**src/shared/spg_pkg.sv**
```systemverilog
// Constants, field layout and types of the four-channel strobe pulse generator.
// Assumes quadlet (32-bit) register access at byte offsets within the strobe register space.
package spg_pkg;

  localparam int SPG_NUM_CH = 4;
  localparam int SPG_CNT_W = 12;
  localparam int SPG_ADDR_W = 12;

  // Byte offsets of the four control quadlets
  localparam logic [SPG_ADDR_W-1:0] SPG_CTRL_A_OFS = 12'h200;
  localparam logic [SPG_ADDR_W-1:0] SPG_CTRL_B_OFS = 12'h204;
  localparam logic [SPG_ADDR_W-1:0] SPG_CTRL_C_OFS = 12'h208;
  localparam logic [SPG_ADDR_W-1:0] SPG_CTRL_D_OFS = 12'h20c;

  // Field positions; the host counts bit 0 as the MSB, so host bit b sits at 31-b here
  localparam int SPG_PRESENT_BIT = 31;
  localparam int SPG_ENABLE_BIT = 25;
  localparam int SPG_POLARITY_BIT = 24;
  localparam int SPG_DELAY_LSB = 12;
  localparam int SPG_DUR_LSB = 0;

  // Reset values
  localparam logic SPG_PRESENT_VAL = 1'b1;
  localparam logic SPG_ENABLE_RST = 1'b0;
  localparam logic SPG_POLARITY_RST = 1'b1;
  localparam logic [SPG_CNT_W-1:0] SPG_DELAY_RST = 12'h000;
  localparam logic [SPG_CNT_W-1:0] SPG_DUR_RST = 12'hfff;
  localparam logic [SPG_CNT_W-1:0] SPG_CNT_ZERO = 12'h000;
  localparam logic [SPG_CNT_W-1:0] SPG_CNT_ONE = 12'h001;
  localparam logic [31:0] SPG_READ_ZERO = 32'h0000_0000;

  typedef logic [SPG_CNT_W-1:0] spg_cnt_t;

  // Gray sequence along idle -> delay -> active
  typedef enum logic [1:0] {
    SPG_IDLE = 2'b00,
    SPG_DELAY = 2'b01,
    SPG_ACTIVE = 2'b11
  } spg_state_e;

  // Quadlet-aligned hit on one of the four control registers
  function automatic logic spg_hit(input logic [SPG_ADDR_W-1:0] addr);
    return (addr == SPG_CTRL_A_OFS) || (addr == SPG_CTRL_B_OFS) ||
           (addr == SPG_CTRL_C_OFS) || (addr == SPG_CTRL_D_OFS);
  endfunction

  function automatic logic [1:0] spg_index(input logic [SPG_ADDR_W-1:0] addr);
    return addr[3:2];
  endfunction

endpackage

```
**src/shared/spg_chan_if.sv**
```systemverilog
// Per-channel bundle between the register file in the top and one pulse timer.
// Assumes one instance per strobe channel, all on the same clock.
`timescale 1ns/1ps
`default_nettype none
interface spg_chan_if;
  import spg_pkg::*;
  logic en;
  logic pol;
  spg_cnt_t delay;
  spg_cnt_t dur;
  logic trig;
  logic dly_tick;
  logic dur_tick;
  logic active;
  modport regs (output en, output pol, output delay, output dur, output trig, output dly_tick,
                output dur_tick, input active);
  modport timer (input en, input pol, input delay, input dur, input trig, input dly_tick,
                 input dur_tick, output active);
endinterface
`default_nettype wire

```
**src/design/spg_pulse_timer.sv**
```systemverilog
// One strobe channel: delay countdown after the reference event, then the active phase.
// Assumes the time-base ticks are one-cycle pulses from the surrounding camera logic.
`timescale 1ns/1ps
`default_nettype none
module spg_pulse_timer import spg_pkg::*; (
  input wire logic clk, // System clock
  input wire logic reset, // Asynchronous reset, active high
  spg_chan_if.timer chan // Channel configuration and status
);
  spg_state_e state, next_state;
  spg_cnt_t cnt, next_cnt;

  always_comb begin
    next_state = state;
    next_cnt = cnt;
    case (state)
      SPG_IDLE: begin
        // A trigger while busy is dropped; one pulse per reference event
        if (chan.en && chan.trig) begin
          if (chan.delay != SPG_CNT_ZERO) begin
            next_state = SPG_DELAY;
            next_cnt = chan.delay;
          end else if (chan.dur != SPG_CNT_ZERO) begin
            next_state = SPG_ACTIVE;
            next_cnt = chan.dur;
          end
        end
      end
      SPG_DELAY: begin
        if (chan.dly_tick) begin
          if (cnt == SPG_CNT_ONE) begin
            next_state = (chan.dur != SPG_CNT_ZERO) ? SPG_ACTIVE : SPG_IDLE;
            next_cnt = chan.dur;
          end else begin
            next_cnt = cnt - SPG_CNT_ONE;
          end
        end
      end
      SPG_ACTIVE: begin
        if (chan.dur_tick) begin
          if (cnt == SPG_CNT_ONE) begin
            next_state = SPG_IDLE;
            next_cnt = SPG_CNT_ZERO;
          end else begin
            next_cnt = cnt - SPG_CNT_ONE;
          end
        end
      end
      default: begin
        next_state = SPG_IDLE;
        next_cnt = SPG_CNT_ZERO;
      end
    endcase
    // Switching the strobe off aborts any pulse in flight
    if (!chan.en) begin
      next_state = SPG_IDLE;
      next_cnt = SPG_CNT_ZERO;
    end
  end

  always_ff @(posedge clk or posedge reset) begin
    if (reset) begin
      state <= SPG_IDLE;
      cnt <= SPG_CNT_ZERO;
    end else begin
      state <= next_state;
      cnt <= next_cnt;
    end
  end

  assign chan.active = (state == SPG_ACTIVE);
endmodule // spg_pulse_timer
`default_nettype wire

```
**src/design/spg_port_mux.sv**
```systemverilog
// Routes each enabled strobe to its own output port when that port is set to carry the strobe.
// Assumes the top registers the result; this module is purely combinational.
`timescale 1ns/1ps
`default_nettype none
module spg_port_mux import spg_pkg::*; (
  input wire logic [SPG_NUM_CH-1:0] en, // Strobe switched on
  input wire logic [SPG_NUM_CH-1:0] pol, // Active level, 1 = high
  input wire logic [SPG_NUM_CH-1:0] active, // Timer in active phase
  input wire logic [SPG_NUM_CH-1:0] sel, // Port configured for strobe
  input wire logic [SPG_NUM_CH-1:0] other, // Level from the port's other function
  output logic [SPG_NUM_CH-1:0] port_out // Level for each physical port
);
  always_comb begin
    port_out = other;
    for (int i = 0; i < SPG_NUM_CH; i++) begin
      // Strobe n only ever reaches port n, and only with both enable and select set
      if (sel[i] && en[i]) begin
        port_out[i] = active[i] ? pol[i] : ~pol[i];
      end
    end
  end
endmodule // spg_port_mux
`default_nettype wire

```
**src/design/spg_strobe_top.sv**
```systemverilog
// Four-channel strobe pulse generator: control registers, reference event, timers, port routing.
// Assumes a quadlet register port decoded from the host register space, synchronous inputs,
// and time-base tick pulses supplied by the surrounding camera logic.
//
// Contract
// - Top bit of each control register reads 1, read only, showing presence.
// - Enable bit switches the strobe off at 0, on at 1; resets to 0.
// - While enable is 0, writes to all other fields are ignored.
// - Polarity bit: 0 active low, 1 active high; resets to 1.
// - Twelve-bit delay field accepts 0 to 4095, resets to 0.
// - Strobe asserts after delay count times the delay time base.
// - Twelve-bit duration field accepts 0 to 4095, resets to 4095.
// - Strobe stays active for duration count times the duration time base.
// - Three more identical control registers sit at 0x204, 0x208, 0x20C.
// - Strobe n appears only on port n, and only if configured for strobe.
// - Host bit 0 is the most significant bit of the quadlet.
`timescale 1ns/1ps
`default_nettype none
module spg_strobe_top import spg_pkg::*; (
  input wire logic CLK, // System clock, 50 MHz
  input wire logic RESET, // Asynchronous reset, active high
  input wire logic [SPG_ADDR_W-1:0] REG_ADDR, // Byte offset of the quadlet
  input wire logic REG_WR, // Write strobe, one cycle
  input wire logic REG_RD, // Read strobe, one cycle
  input wire logic [31:0] REG_WDATA, // Write quadlet
  input wire logic EXPOSURE_START, // Exposure level; rising edge is the reference event
  input wire logic DELAY_TICK, // Delay time base tick
  input wire logic DURATION_TICK, // Duration time base tick
  input wire logic [SPG_NUM_CH-1:0] PORT_STROBE_SEL, // Port n configured for strobe
  input wire logic [SPG_NUM_CH-1:0] PORT_LEVEL, // Port level when not carrying strobe
  output logic [31:0] REG_RDATA, // Read quadlet, held until next read
  output logic REG_ACK, // Access done, one cycle
  output logic [SPG_NUM_CH-1:0] OUT_PORT // Physical output ports
);
  logic [SPG_NUM_CH-1:0] en, next_en;
  logic [SPG_NUM_CH-1:0] pol, next_pol;
  spg_cnt_t dly [SPG_NUM_CH];
  spg_cnt_t next_dly [SPG_NUM_CH];
  spg_cnt_t dur [SPG_NUM_CH];
  spg_cnt_t next_dur [SPG_NUM_CH];
  logic [31:0] next_rdata;
  logic next_ack;
  logic exp_q, next_exp_q;
  logic trig;
  logic [SPG_NUM_CH-1:0] active;
  logic [SPG_NUM_CH-1:0] port_mux;
  logic [1:0] idx;

  assign idx = spg_index(REG_ADDR);

  // Register writes
  always_comb begin
    next_en = en;
    next_pol = pol;
    for (int i = 0; i < SPG_NUM_CH; i++) begin
      next_dly[i] = dly[i];
      next_dur[i] = dur[i];
    end
    if (REG_WR && spg_hit(REG_ADDR)) begin
      next_en[idx] = REG_WDATA[SPG_ENABLE_BIT];
      // Fields other than enable are frozen while the strobe is off
      if (en[idx]) begin
        next_pol[idx] = REG_WDATA[SPG_POLARITY_BIT];
        next_dly[idx] = REG_WDATA[SPG_DELAY_LSB +: SPG_CNT_W];
        next_dur[idx] = REG_WDATA[SPG_DUR_LSB +: SPG_CNT_W];
      end
    end
  end

  always_ff @(posedge CLK or posedge RESET) begin
    if (RESET) begin
      en <= {SPG_NUM_CH{SPG_ENABLE_RST}};
      pol <= {SPG_NUM_CH{SPG_POLARITY_RST}};
      for (int i = 0; i < SPG_NUM_CH; i++) begin
        dly[i] <= SPG_DELAY_RST;
        dur[i] <= SPG_DUR_RST;
      end
    end else begin
      en <= next_en;
      pol <= next_pol;
      for (int i = 0; i < SPG_NUM_CH; i++) begin
        dly[i] <= next_dly[i];
        dur[i] <= next_dur[i];
      end
    end
  end

  // Readback; a read in the same cycle as a write returns the old contents
  always_comb begin
    next_rdata = REG_RDATA;
    next_ack = REG_RD || REG_WR;
    if (REG_RD) begin
      next_rdata = SPG_READ_ZERO;
      if (spg_hit(REG_ADDR)) begin
        next_rdata[SPG_PRESENT_BIT] = SPG_PRESENT_VAL;
        next_rdata[SPG_ENABLE_BIT] = en[idx];
        next_rdata[SPG_POLARITY_BIT] = pol[idx];
        next_rdata[SPG_DELAY_LSB +: SPG_CNT_W] = dly[idx];
        next_rdata[SPG_DUR_LSB +: SPG_CNT_W] = dur[idx];
      end
    end
  end

  // Reference event: rising edge of the exposure level
  assign next_exp_q = EXPOSURE_START;
  assign trig = EXPOSURE_START && !exp_q;

  always_ff @(posedge CLK or posedge RESET) begin
    if (RESET) begin
      REG_RDATA <= SPG_READ_ZERO;
      REG_ACK <= 1'b0;
      exp_q <= 1'b0;
      OUT_PORT <= {SPG_NUM_CH{1'b0}};
    end else begin
      REG_RDATA <= next_rdata;
      REG_ACK <= next_ack;
      exp_q <= next_exp_q;
      OUT_PORT <= port_mux;
    end
  end

  spg_chan_if chan [SPG_NUM_CH] ();

  for (genvar g = 0; g < SPG_NUM_CH; g++) begin : g_ch
    assign chan[g].en = en[g];
    assign chan[g].pol = pol[g];
    assign chan[g].delay = dly[g];
    assign chan[g].dur = dur[g];
    assign chan[g].trig = trig;
    assign chan[g].dly_tick = DELAY_TICK;
    assign chan[g].dur_tick = DURATION_TICK;
    assign active[g] = chan[g].active;

    spg_pulse_timer u_timer (
      .clk(CLK),
      .reset(RESET),
      .chan(chan[g].timer)
    );
  end

  spg_port_mux u_mux (
    .en(en),
    .pol(pol),
    .active(active),
    .sel(PORT_STROBE_SEL),
    .other(PORT_LEVEL),
    .port_out(port_mux)
  );
endmodule // spg_strobe_top
`default_nettype wire

```
**config.mk**
```make
export PLATFORM = sky130hd
export DESIGN_NAME = spg_strobe_top
export DESIGN_NICKNAME = d
export VERILOG_FILES = /design/src/shared/spg_pkg.sv /design/src/shared/spg_chan_if.sv /design/src/design/spg_pulse_timer.sv /design/src/design/spg_port_mux.sv /design/src/design/spg_strobe_top.sv
export SDC_FILE = /design/constraint.sdc
export NUM_CORES = 1
export LEC_CHECK = 0
export ABC_AREA = 1
export ABC_CLOCK_PERIOD_IN_PS = 6500
export BUFFER_PORTS_ARGS = -buffer_cell sky130_fd_sc_hd__buf_4
export CELL_PAD_IN_SITES_DETAIL_PLACEMENT = 0
export CELL_PAD_IN_SITES_GLOBAL_PLACEMENT = 1
export CORE_UTILIZATION = 30
export CTS_CLUSTER_SIZE = 20
export DETAILED_ROUTE_END_ITERATION = 10
export GPL_TIMING_DRIVEN = 1
export PLACE_DENSITY_LB_ADDON = 0.3
export SLEW_MARGIN = 20
export SYNTH_ARGS = -nofsm -noshare
export SYNTH_HDL_FRONTEND = slang
export SYNTH_SLANG_ARGS = --single-unit
```
**constraint.sdc**
```tcl
create_clock -name CLK -period 6.5 [get_ports CLK]
set_input_delay 1.3 -clock CLK [delete_from_list [all_inputs] [get_ports CLK]]
set_output_delay 1.3 -clock CLK [all_outputs]
set_load 0.01 [all_outputs]
```
; Yosys cells after proc, flatten, opt, wreduce, memory -nomap -nowiden
; Index checks and enable logic that the tools add are counted.
[totals]
register_bits = 193
in_bits = 59
output_inout_bits = 37
word_cells = 217
[classes]
addsub = 4
n_lt_le_gt_ge = 4
eq_ne = 40
muxes = 104
bitwise_logic = 5
n_reduce_logical = 38
[op_table]
columns = cell, count
row1 = 2-to-1 mux 12 bit, 37
row2 = case mux 12 bit (3 select lines), 4
row3 = bitwise mux 48 bit, 2
row4 = nonzero test 12 bit, 8
row5 = 2-to-1 mux 2 bit, 36
row6 = binary-select mux 12 bit (select 2 bit), 2
row7 = equality test 12 x 1 -> 1 bit (second input constant), 4
row8 = equality test 12 x 10 -> 1 bit (second input constant), 4
row9 = subtractor 12 x 1 -> 12 bit (second input constant), 4
row10 = != test 3 x 2 -> 1 bit (second input constant), 12
row11 = 2-to-1 mux 26 bit, 1
row12 = demux 12 bit (select 2 bit), 1
row13 = != test 3 bit (second input constant), 8
row14 = case mux 2 bit (3 select lines), 4
row15 = AND reduction 6 bit, 4
row16 = != test 4 x 2 -> 1 bit (second input constant), 4
row17 = AND reduction 4 bit, 4
row18 = logical AND 1 bit, 12
row19 = 2-to-1 mux 1 bit, 12
row20 = bitwise mux 4 bit, 2
row21 = equality test 2 x 1 -> 1 bit (second input constant), 4
row22 = equality test 2 bit (second input constant), 4
row23 = logical NOT 2 bit, 4
row24 = binary-select mux 1 bit (select 2 bit), 2
row25 = other kinds (10), 16

; Logic depth before layout (Yosys ltp)
[logic_depth]
ltp_word = 6
mapped_depth = 13
depth_no_buf = 13

; Cells and area by module
; A second synthesis with hierarchy kept.
[hier_totals]
hier_cells = 1635
hier_area_um2 = 11653.7
[modules_own_cells]
columns = module, instances, cells_each, area_per_inst_um2, seq_area_each_um2
row1 = spg_strobe_top, 1, 719, 6175.9, 3493.4
row2 = spg_pulse_timer at g_ch[0].u_timer ..., 2, 225, 1356.3, 350.3
row3 = spg_pulse_timer at g_ch[2].u_timer ..., 2, 215, 1312.5, 350.3
row4 = spg_port_mux, 1, 36, 140.1, 0.0

; Worst setup path before layout
; Ideal clock, no wire load.
[synth_path]
path_type = input -> register
start = input REG_ADDR[1]
end = register dly, in the netlist chan[3].delay[0]
setup_time_ns = 0.130
arrival_time_ns = 2.479
required_time_ns = 6.370
path_slack_ns = 3.891
path_stages = 6
path_buffers = 1
path_cell_list = or2_1 -> nor4_4 -> nand3_2 -> buf_2 -> nand2_1 -> o21ai_0
[synth_via]
elab_chain_cells = 6
word_cells_on_any_way = 9
cone_classes = 4 x eq/ne / 5 x reduce/logical
[synth_rtl]
columns = item, line_no
row1 = "start, declared", spg_strobe_top.sv:22  ; input wire logic [SPG_ADDR_W-1:0] REG_ADDR,
row2 = equality test 12 x 10 -> 1 bit, spg_pkg.sv:43  ; return (addr == SPG_CTRL_A_OFS) || (addr == SPG_CTRL_B_OFS) ||
row3 = logical OR 1 bit (2 in a row), spg_pkg.sv:43
row4 = logical OR 1 bit (*), spg_pkg.sv:44  ; (addr == SPG_CTRL_C_OFS) || (addr == SPG_CTRL_D_OFS);
row5 = logical AND 1 bit (*), spg_strobe_top.sv:59  ; if (REG_WR && spg_hit(REG_ADDR)) begin
row6 = AND reduction 2 bit (no source line) (*), --
row7 = "end signal, assigned by index", spg_strobe_top.sv:82  ; dly[i] <= next_dly[i];
row8 = "end, declared", spg_strobe_top.sv:37  ; spg_cnt_t dly [SPG_NUM_CH];
; Mark *: on every way between the ends. The rest lies on a longest branch, timed or not.
; A chain may end at the register's enable or synchronous reset.

; Worst setup path in the final report
[layout_path]
start = input REG_ADDR[3]
end = register dly, in the netlist chan[3].delay[6]
[layout_via]
elab_chain_cells = 6
word_cells_on_any_way = 18
cone_classes = 2 x order compare / 4 x eq/ne / 5 x mux / 1 x bitwise / 6 x reduce/logical
[layout_rtl]
columns = item, line_no
row1 = inverter 2 -> 3 bit (not written as such) / equality test 12 x 10 -> 1 bit (equally long branches), "spg_strobe_top.sv:64, spg_pkg.sv:43"
row2 = greater-or-equal comparator 3 bit (not written as such) (tied with other cells), spg_strobe_top.sv:64  ; next_dly[idx] = REG_WDATA[SPG_DELAY_LSB +: SPG_CNT_W];
row3 = logical AND 1 bit (not written as such) / logical OR 1 bit (equally long branches), "spg_strobe_top.sv:64, spg_pkg.sv:43"
row4 = 2-to-1 mux 12 bit (not written as such) / logical OR 1 bit (equally long branches), "spg_strobe_top.sv:64, spg_pkg.sv:44"
row5 = demux 12 bit (select 2 bit) / logical AND 1 bit (equally long branches), "spg_strobe_top.sv:64, spg_strobe_top.sv:59"
row6 = bitwise mux 48 bit / AND reduction 2 bit (equally long branches), --
; Several ways; a longest one is shown, not always the timed one. The select of a mux whose other input is x is not followed.

==> impl_summary.log <==
[metrics] Worst Skew: 0.00797 ns
[metrics] post-cts resize count: 0
[metrics] leakage power summed over all cells: 0.00598 uW
[metrics] cell area after synthesis: 10,900 um^2
[metrics] chain of cells forming the critical path: buf_4 > inv_1 > nand2_1 > buf_4 > o22ai_1 > nor2_1 > nand3_2 > o21ai_0
[metrics] library cell with the largest summed area after synthesis: sky130_fd_sc_hd__dfrtp_1
[metrics] signed area change from the synthesized netlist to the final layout: 14.6%
[metrics] clock latency on the worst-skew pair: 0.45 ns
[metrics] setup bufs post-CTS: 0
[metrics] CTS sink cnt: ~190
[metrics] Post-synth EDFFs: 0
[metrics] master cell of the clock root buffer: sky130_fd_sc_hd__clkbuf_16
[metrics] final slew viol count: 0
[metrics] setup-violating endpoint count in the final report: 0
[metrics] DIE HEIGHT: 192 um
[metrics] number of nets with antenna violations after detailed routing: 0
[metrics] vias in the first global route: 9,768
[metrics] standard-cell row count: 69
[metrics] area share of the largest cell type after synthesis: between 30% and 40%
[metrics] I/O pin count: 96
[metrics] pin count of the biggest net entering global routing: between 100 and 150
[metrics] gpl congestion: 0.858
[metrics] critical path fanouts, max: 50
[metrics] prevailing post-synth register cell: sky130_fd_sc_hd__dfrtp_1
[metrics] number of nets in the finished design: roughly 1,600
[metrics] synthesized area divided by synthesized cell count: 7.18 um^2
[metrics] Bufs and invs on worst path: 3
[metrics] async set or reset register ratio after synthesis: 100%
[metrics] total negative slack: 0 ns
[metrics] type of origin of the critical path: input pin
[metrics] Via density: 5.00
[metrics] minimum clock period: 3.56 ns
[metrics] placed cell areas: 11,900 um^2
[metrics] Inserted Clock Buffers: 17
[metrics] gr ovfl total: 0
[metrics] n_diodes: 0
[metrics] pwr/cell area: ~190 nW/um^2
[metrics] synth top area cells: sky130_fd_sc_hd__dfrtp_1, sky130_fd_sc_hd__nand2_1, sky130_fd_sc_hd__dfstp_2, sky130_fd_sc_hd__o21ai_0, sky130_fd_sc_hd__nand3_1
[metrics] antenna violations before repair: 0
[metrics] Hold Crit Class: flip-flop to flip-flop
[metrics] fraction of layout cells with a size suffix above 1: around 12%
[metrics] clock-pin slew of the registers on the worst-case setup and hold paths: 0.07 ns
[metrics] maximum resistive drop on vdd: about 200 uV
[metrics] H-tree levels: 4
[metrics] warning count from the yosys run: 0
[metrics] Non-Filler Cell Area, Final: 12,400 um^2
[metrics] synth cell count leaders: sky130_fd_sc_hd__nand2_1, sky130_fd_sc_hd__inv_1, sky130_fd_sc_hd__nor2_1
[metrics] detailed router's first-iteration violation count: 715
[metrics] Horiz. Die Dim: 192 um
[metrics] overall power after layout: 2360 uW
[metrics] total detailed-routing wirelength: 37.3 mm
[metrics] endpoint kind of the worst setup timing path: flip-flop
[metrics] # Max-Cap Violations: 0
[metrics] final hold slack: 0.491 ns
[metrics] Port-buffer cells: 84
[metrics] most frequent CP cell: sky130_fd_sc_hd__buf_4
[metrics] detailed-route wire length per cell: 18.3 um
[metrics] final worst path period share: 54.7%
[metrics] HPWL Detailed: about 28 mm
[metrics] Critical Path RT: 6.83 ns
[metrics] synthesized flop and latch total: between 150 and 200
[metrics] part of the Yosys area used for sequential elements: between 40% and 50%
[metrics] worst slew pin tran: 0.999 ns
[metrics] setup repair after global routing missed its margin: no
[metrics] fill cell count: 3,868
[metrics] Top delay family on crit path: simple AND/OR/NAND/NOR gates
[metrics] Max Fclk: 281 MHz
[metrics] DRC errors left: 0
[metrics] CORE AREA: 35,600 um^2
[metrics] Crit Path Category: input pin to flip-flop
[metrics] die area: roughly 37,000 um^2
[metrics] global-route wire length before repair: around 59 mm
[metrics] area of combinational cells with multiple inputs: roughly 5200 um^2
[metrics] result of the run: completed
[metrics] initial cell density of the core: between 30 and 40%
[metrics] area occupied by registers: about 4900 um^2
[metrics] critical path's slowest cell: sky130_fd_sc_hd__nand3_2
[metrics] hold violation total from the final report: 0
[metrics] number of buffers between clock root and the deepest sink: 2
[metrics] clock tree from TritonCTS: built
[metrics] global router's overall resource usage: 21.1%
[metrics] total of hold buffers inserted after clock tree synthesis: 0
[metrics] relative slew slack: 33.4%
[metrics] leading cell type by number of instances after synthesis: sky130_fd_sc_hd__nand2_1
[metrics] arrival time of the worst setup path: 3.89 ns
[metrics] routed vias: 10,200
[metrics] largest incremental delay on the critical path: 0.85 ns
[metrics] number of optimization iterations in the first detailed-route pass: 5
[metrics] instance count of the mapped netlist: 1,512
[metrics] distinct cell type count of the synthesized netlist: 38
==> stage by stage <==
| step | worst slack [ns] | util (%) | std cells |
|---|---|---|---|
| 6_report | 2.94 | 35.0 | 2044 |
| 3_5_place_dp | 2.56 | 33.4 | 2011 |
| 2_1_floorplan | 0.0305 | - | 1516 |
| 3_3_place_gp | 2.60 | 33.4 | 2011 |
| 5_1_grt | 2.78 | 35.0 | 2044 |
| 4_1_cts | 3.02 | 34.9 | 2043 |
==> final timing paths <==
path	slack (ns)	cells after the start	endpoint	startpoint
max	2.94	8	chan[3].delay[6]	REG_ADDR[3]
min	0.49	2	REG_RDATA[18]	REG_RDATA[18]
max reg2reg	3.37	4	chan[3].delay[6]	en[2]
min reg2reg	0.49	2	REG_RDATA[18]	REG_RDATA[18]
max in group asynchronous	4.40	3	chan[2].delay[5]	RESET
min in group asynchronous	0.88	2	g_ch[2].u_timer.cnt[6]	RESET
==> worst register-to-register path, cell delays in order (launching register included) <==
cell	delay (ns)
sky130_fd_sc_hd__dfrtp_1	0.94
sky130_fd_sc_hd__o22ai_1	0.26
sky130_fd_sc_hd__nor2_1	0.48
sky130_fd_sc_hd__nand3_2	0.85
sky130_fd_sc_hd__o21ai_0	0.49
==> power by group <==
part / total (uW) / internal [uW] / leakage [uW] / switching (uW)
registers: 1210 / 1210 / 0.00249 / 3.14
logic: 139 / 42.8 / 0.00323 / 96.5
clock network: 1010 / 496 / 0.000267 / 511
total: 2360 / 1740 / 0.00598 / 611
==> flip-flops by register name, summed over array words and instances (netlist names) <==
register,flops
chan.dur,48
pol,4
chan.delay,48
REG_ACK,1
OUT_PORT,4
exp_q,1
en,4
g_ch.u_timer.state,8
g_ch.u_timer.cnt,48
REG_RDATA,27
==> kinds of logic (layout without fill, tap and decap cells) <==
logic type / Yosys count / after routing / synth area share [%]
buffers and inverters: 207 / 274 / 7.61
adders and majority gates: 8 / 8 / 0.922
DFF: 193 / 193 / 45.1
AOI/OAI and AO/OA: 268 / 268 / 13.9
xor gates and xnor gates: 17 / 17 / 1.37
and+or+nand+nor: 818 / 818 / 31.1
other: 1 / 5 / 0.0345
==> final cells by class <==
type | count | area share (%)
Multi-Input combinational cell | 1116 | 41.5
Inverter | 152 | 4.65
Clock buffer | 18 | 3.45
Clock inverter | 14 | 0.815
Sequential cell | 193 | 39.4
Tap cell | 461 | 4.64
Timing Repair Buffer | 90 | 5.59
==> routing by layer <==
metal	track usage (%)	vias to the layer above	wire length, um
li1	-	5066	-
met1	29.4	4855	17600
met2	34.6	260	17600
met3	2.45	34	1470
met4	5.66	0	708
met5	0	-	0
==> placed cells by master (no fill, tap or decap), drive strengths merged <==
master / instances
and2: 1
clkinvlp: 1
nand3b: 2
or2: 7
buf: 90
o211ai: 8
conb: 5
dfstp: 52
clkbuf: 18
a31oi: 9
and3: 2
nor2: 147
nor3: 10
nand4: 21
xnor2: 6
nand3: 128
a221oi: 3
nand2: 498
o22ai: 46
ha: 8
o21ai: 155
clkinv: 4
dfrtp: 141
o221ai: 3
inv: 161
nor4: 1
a21o: 1
o31ai: 20
xor2: 11
nor3b: 1
a21oi: 23
Power figures use the tool's default switching activity.
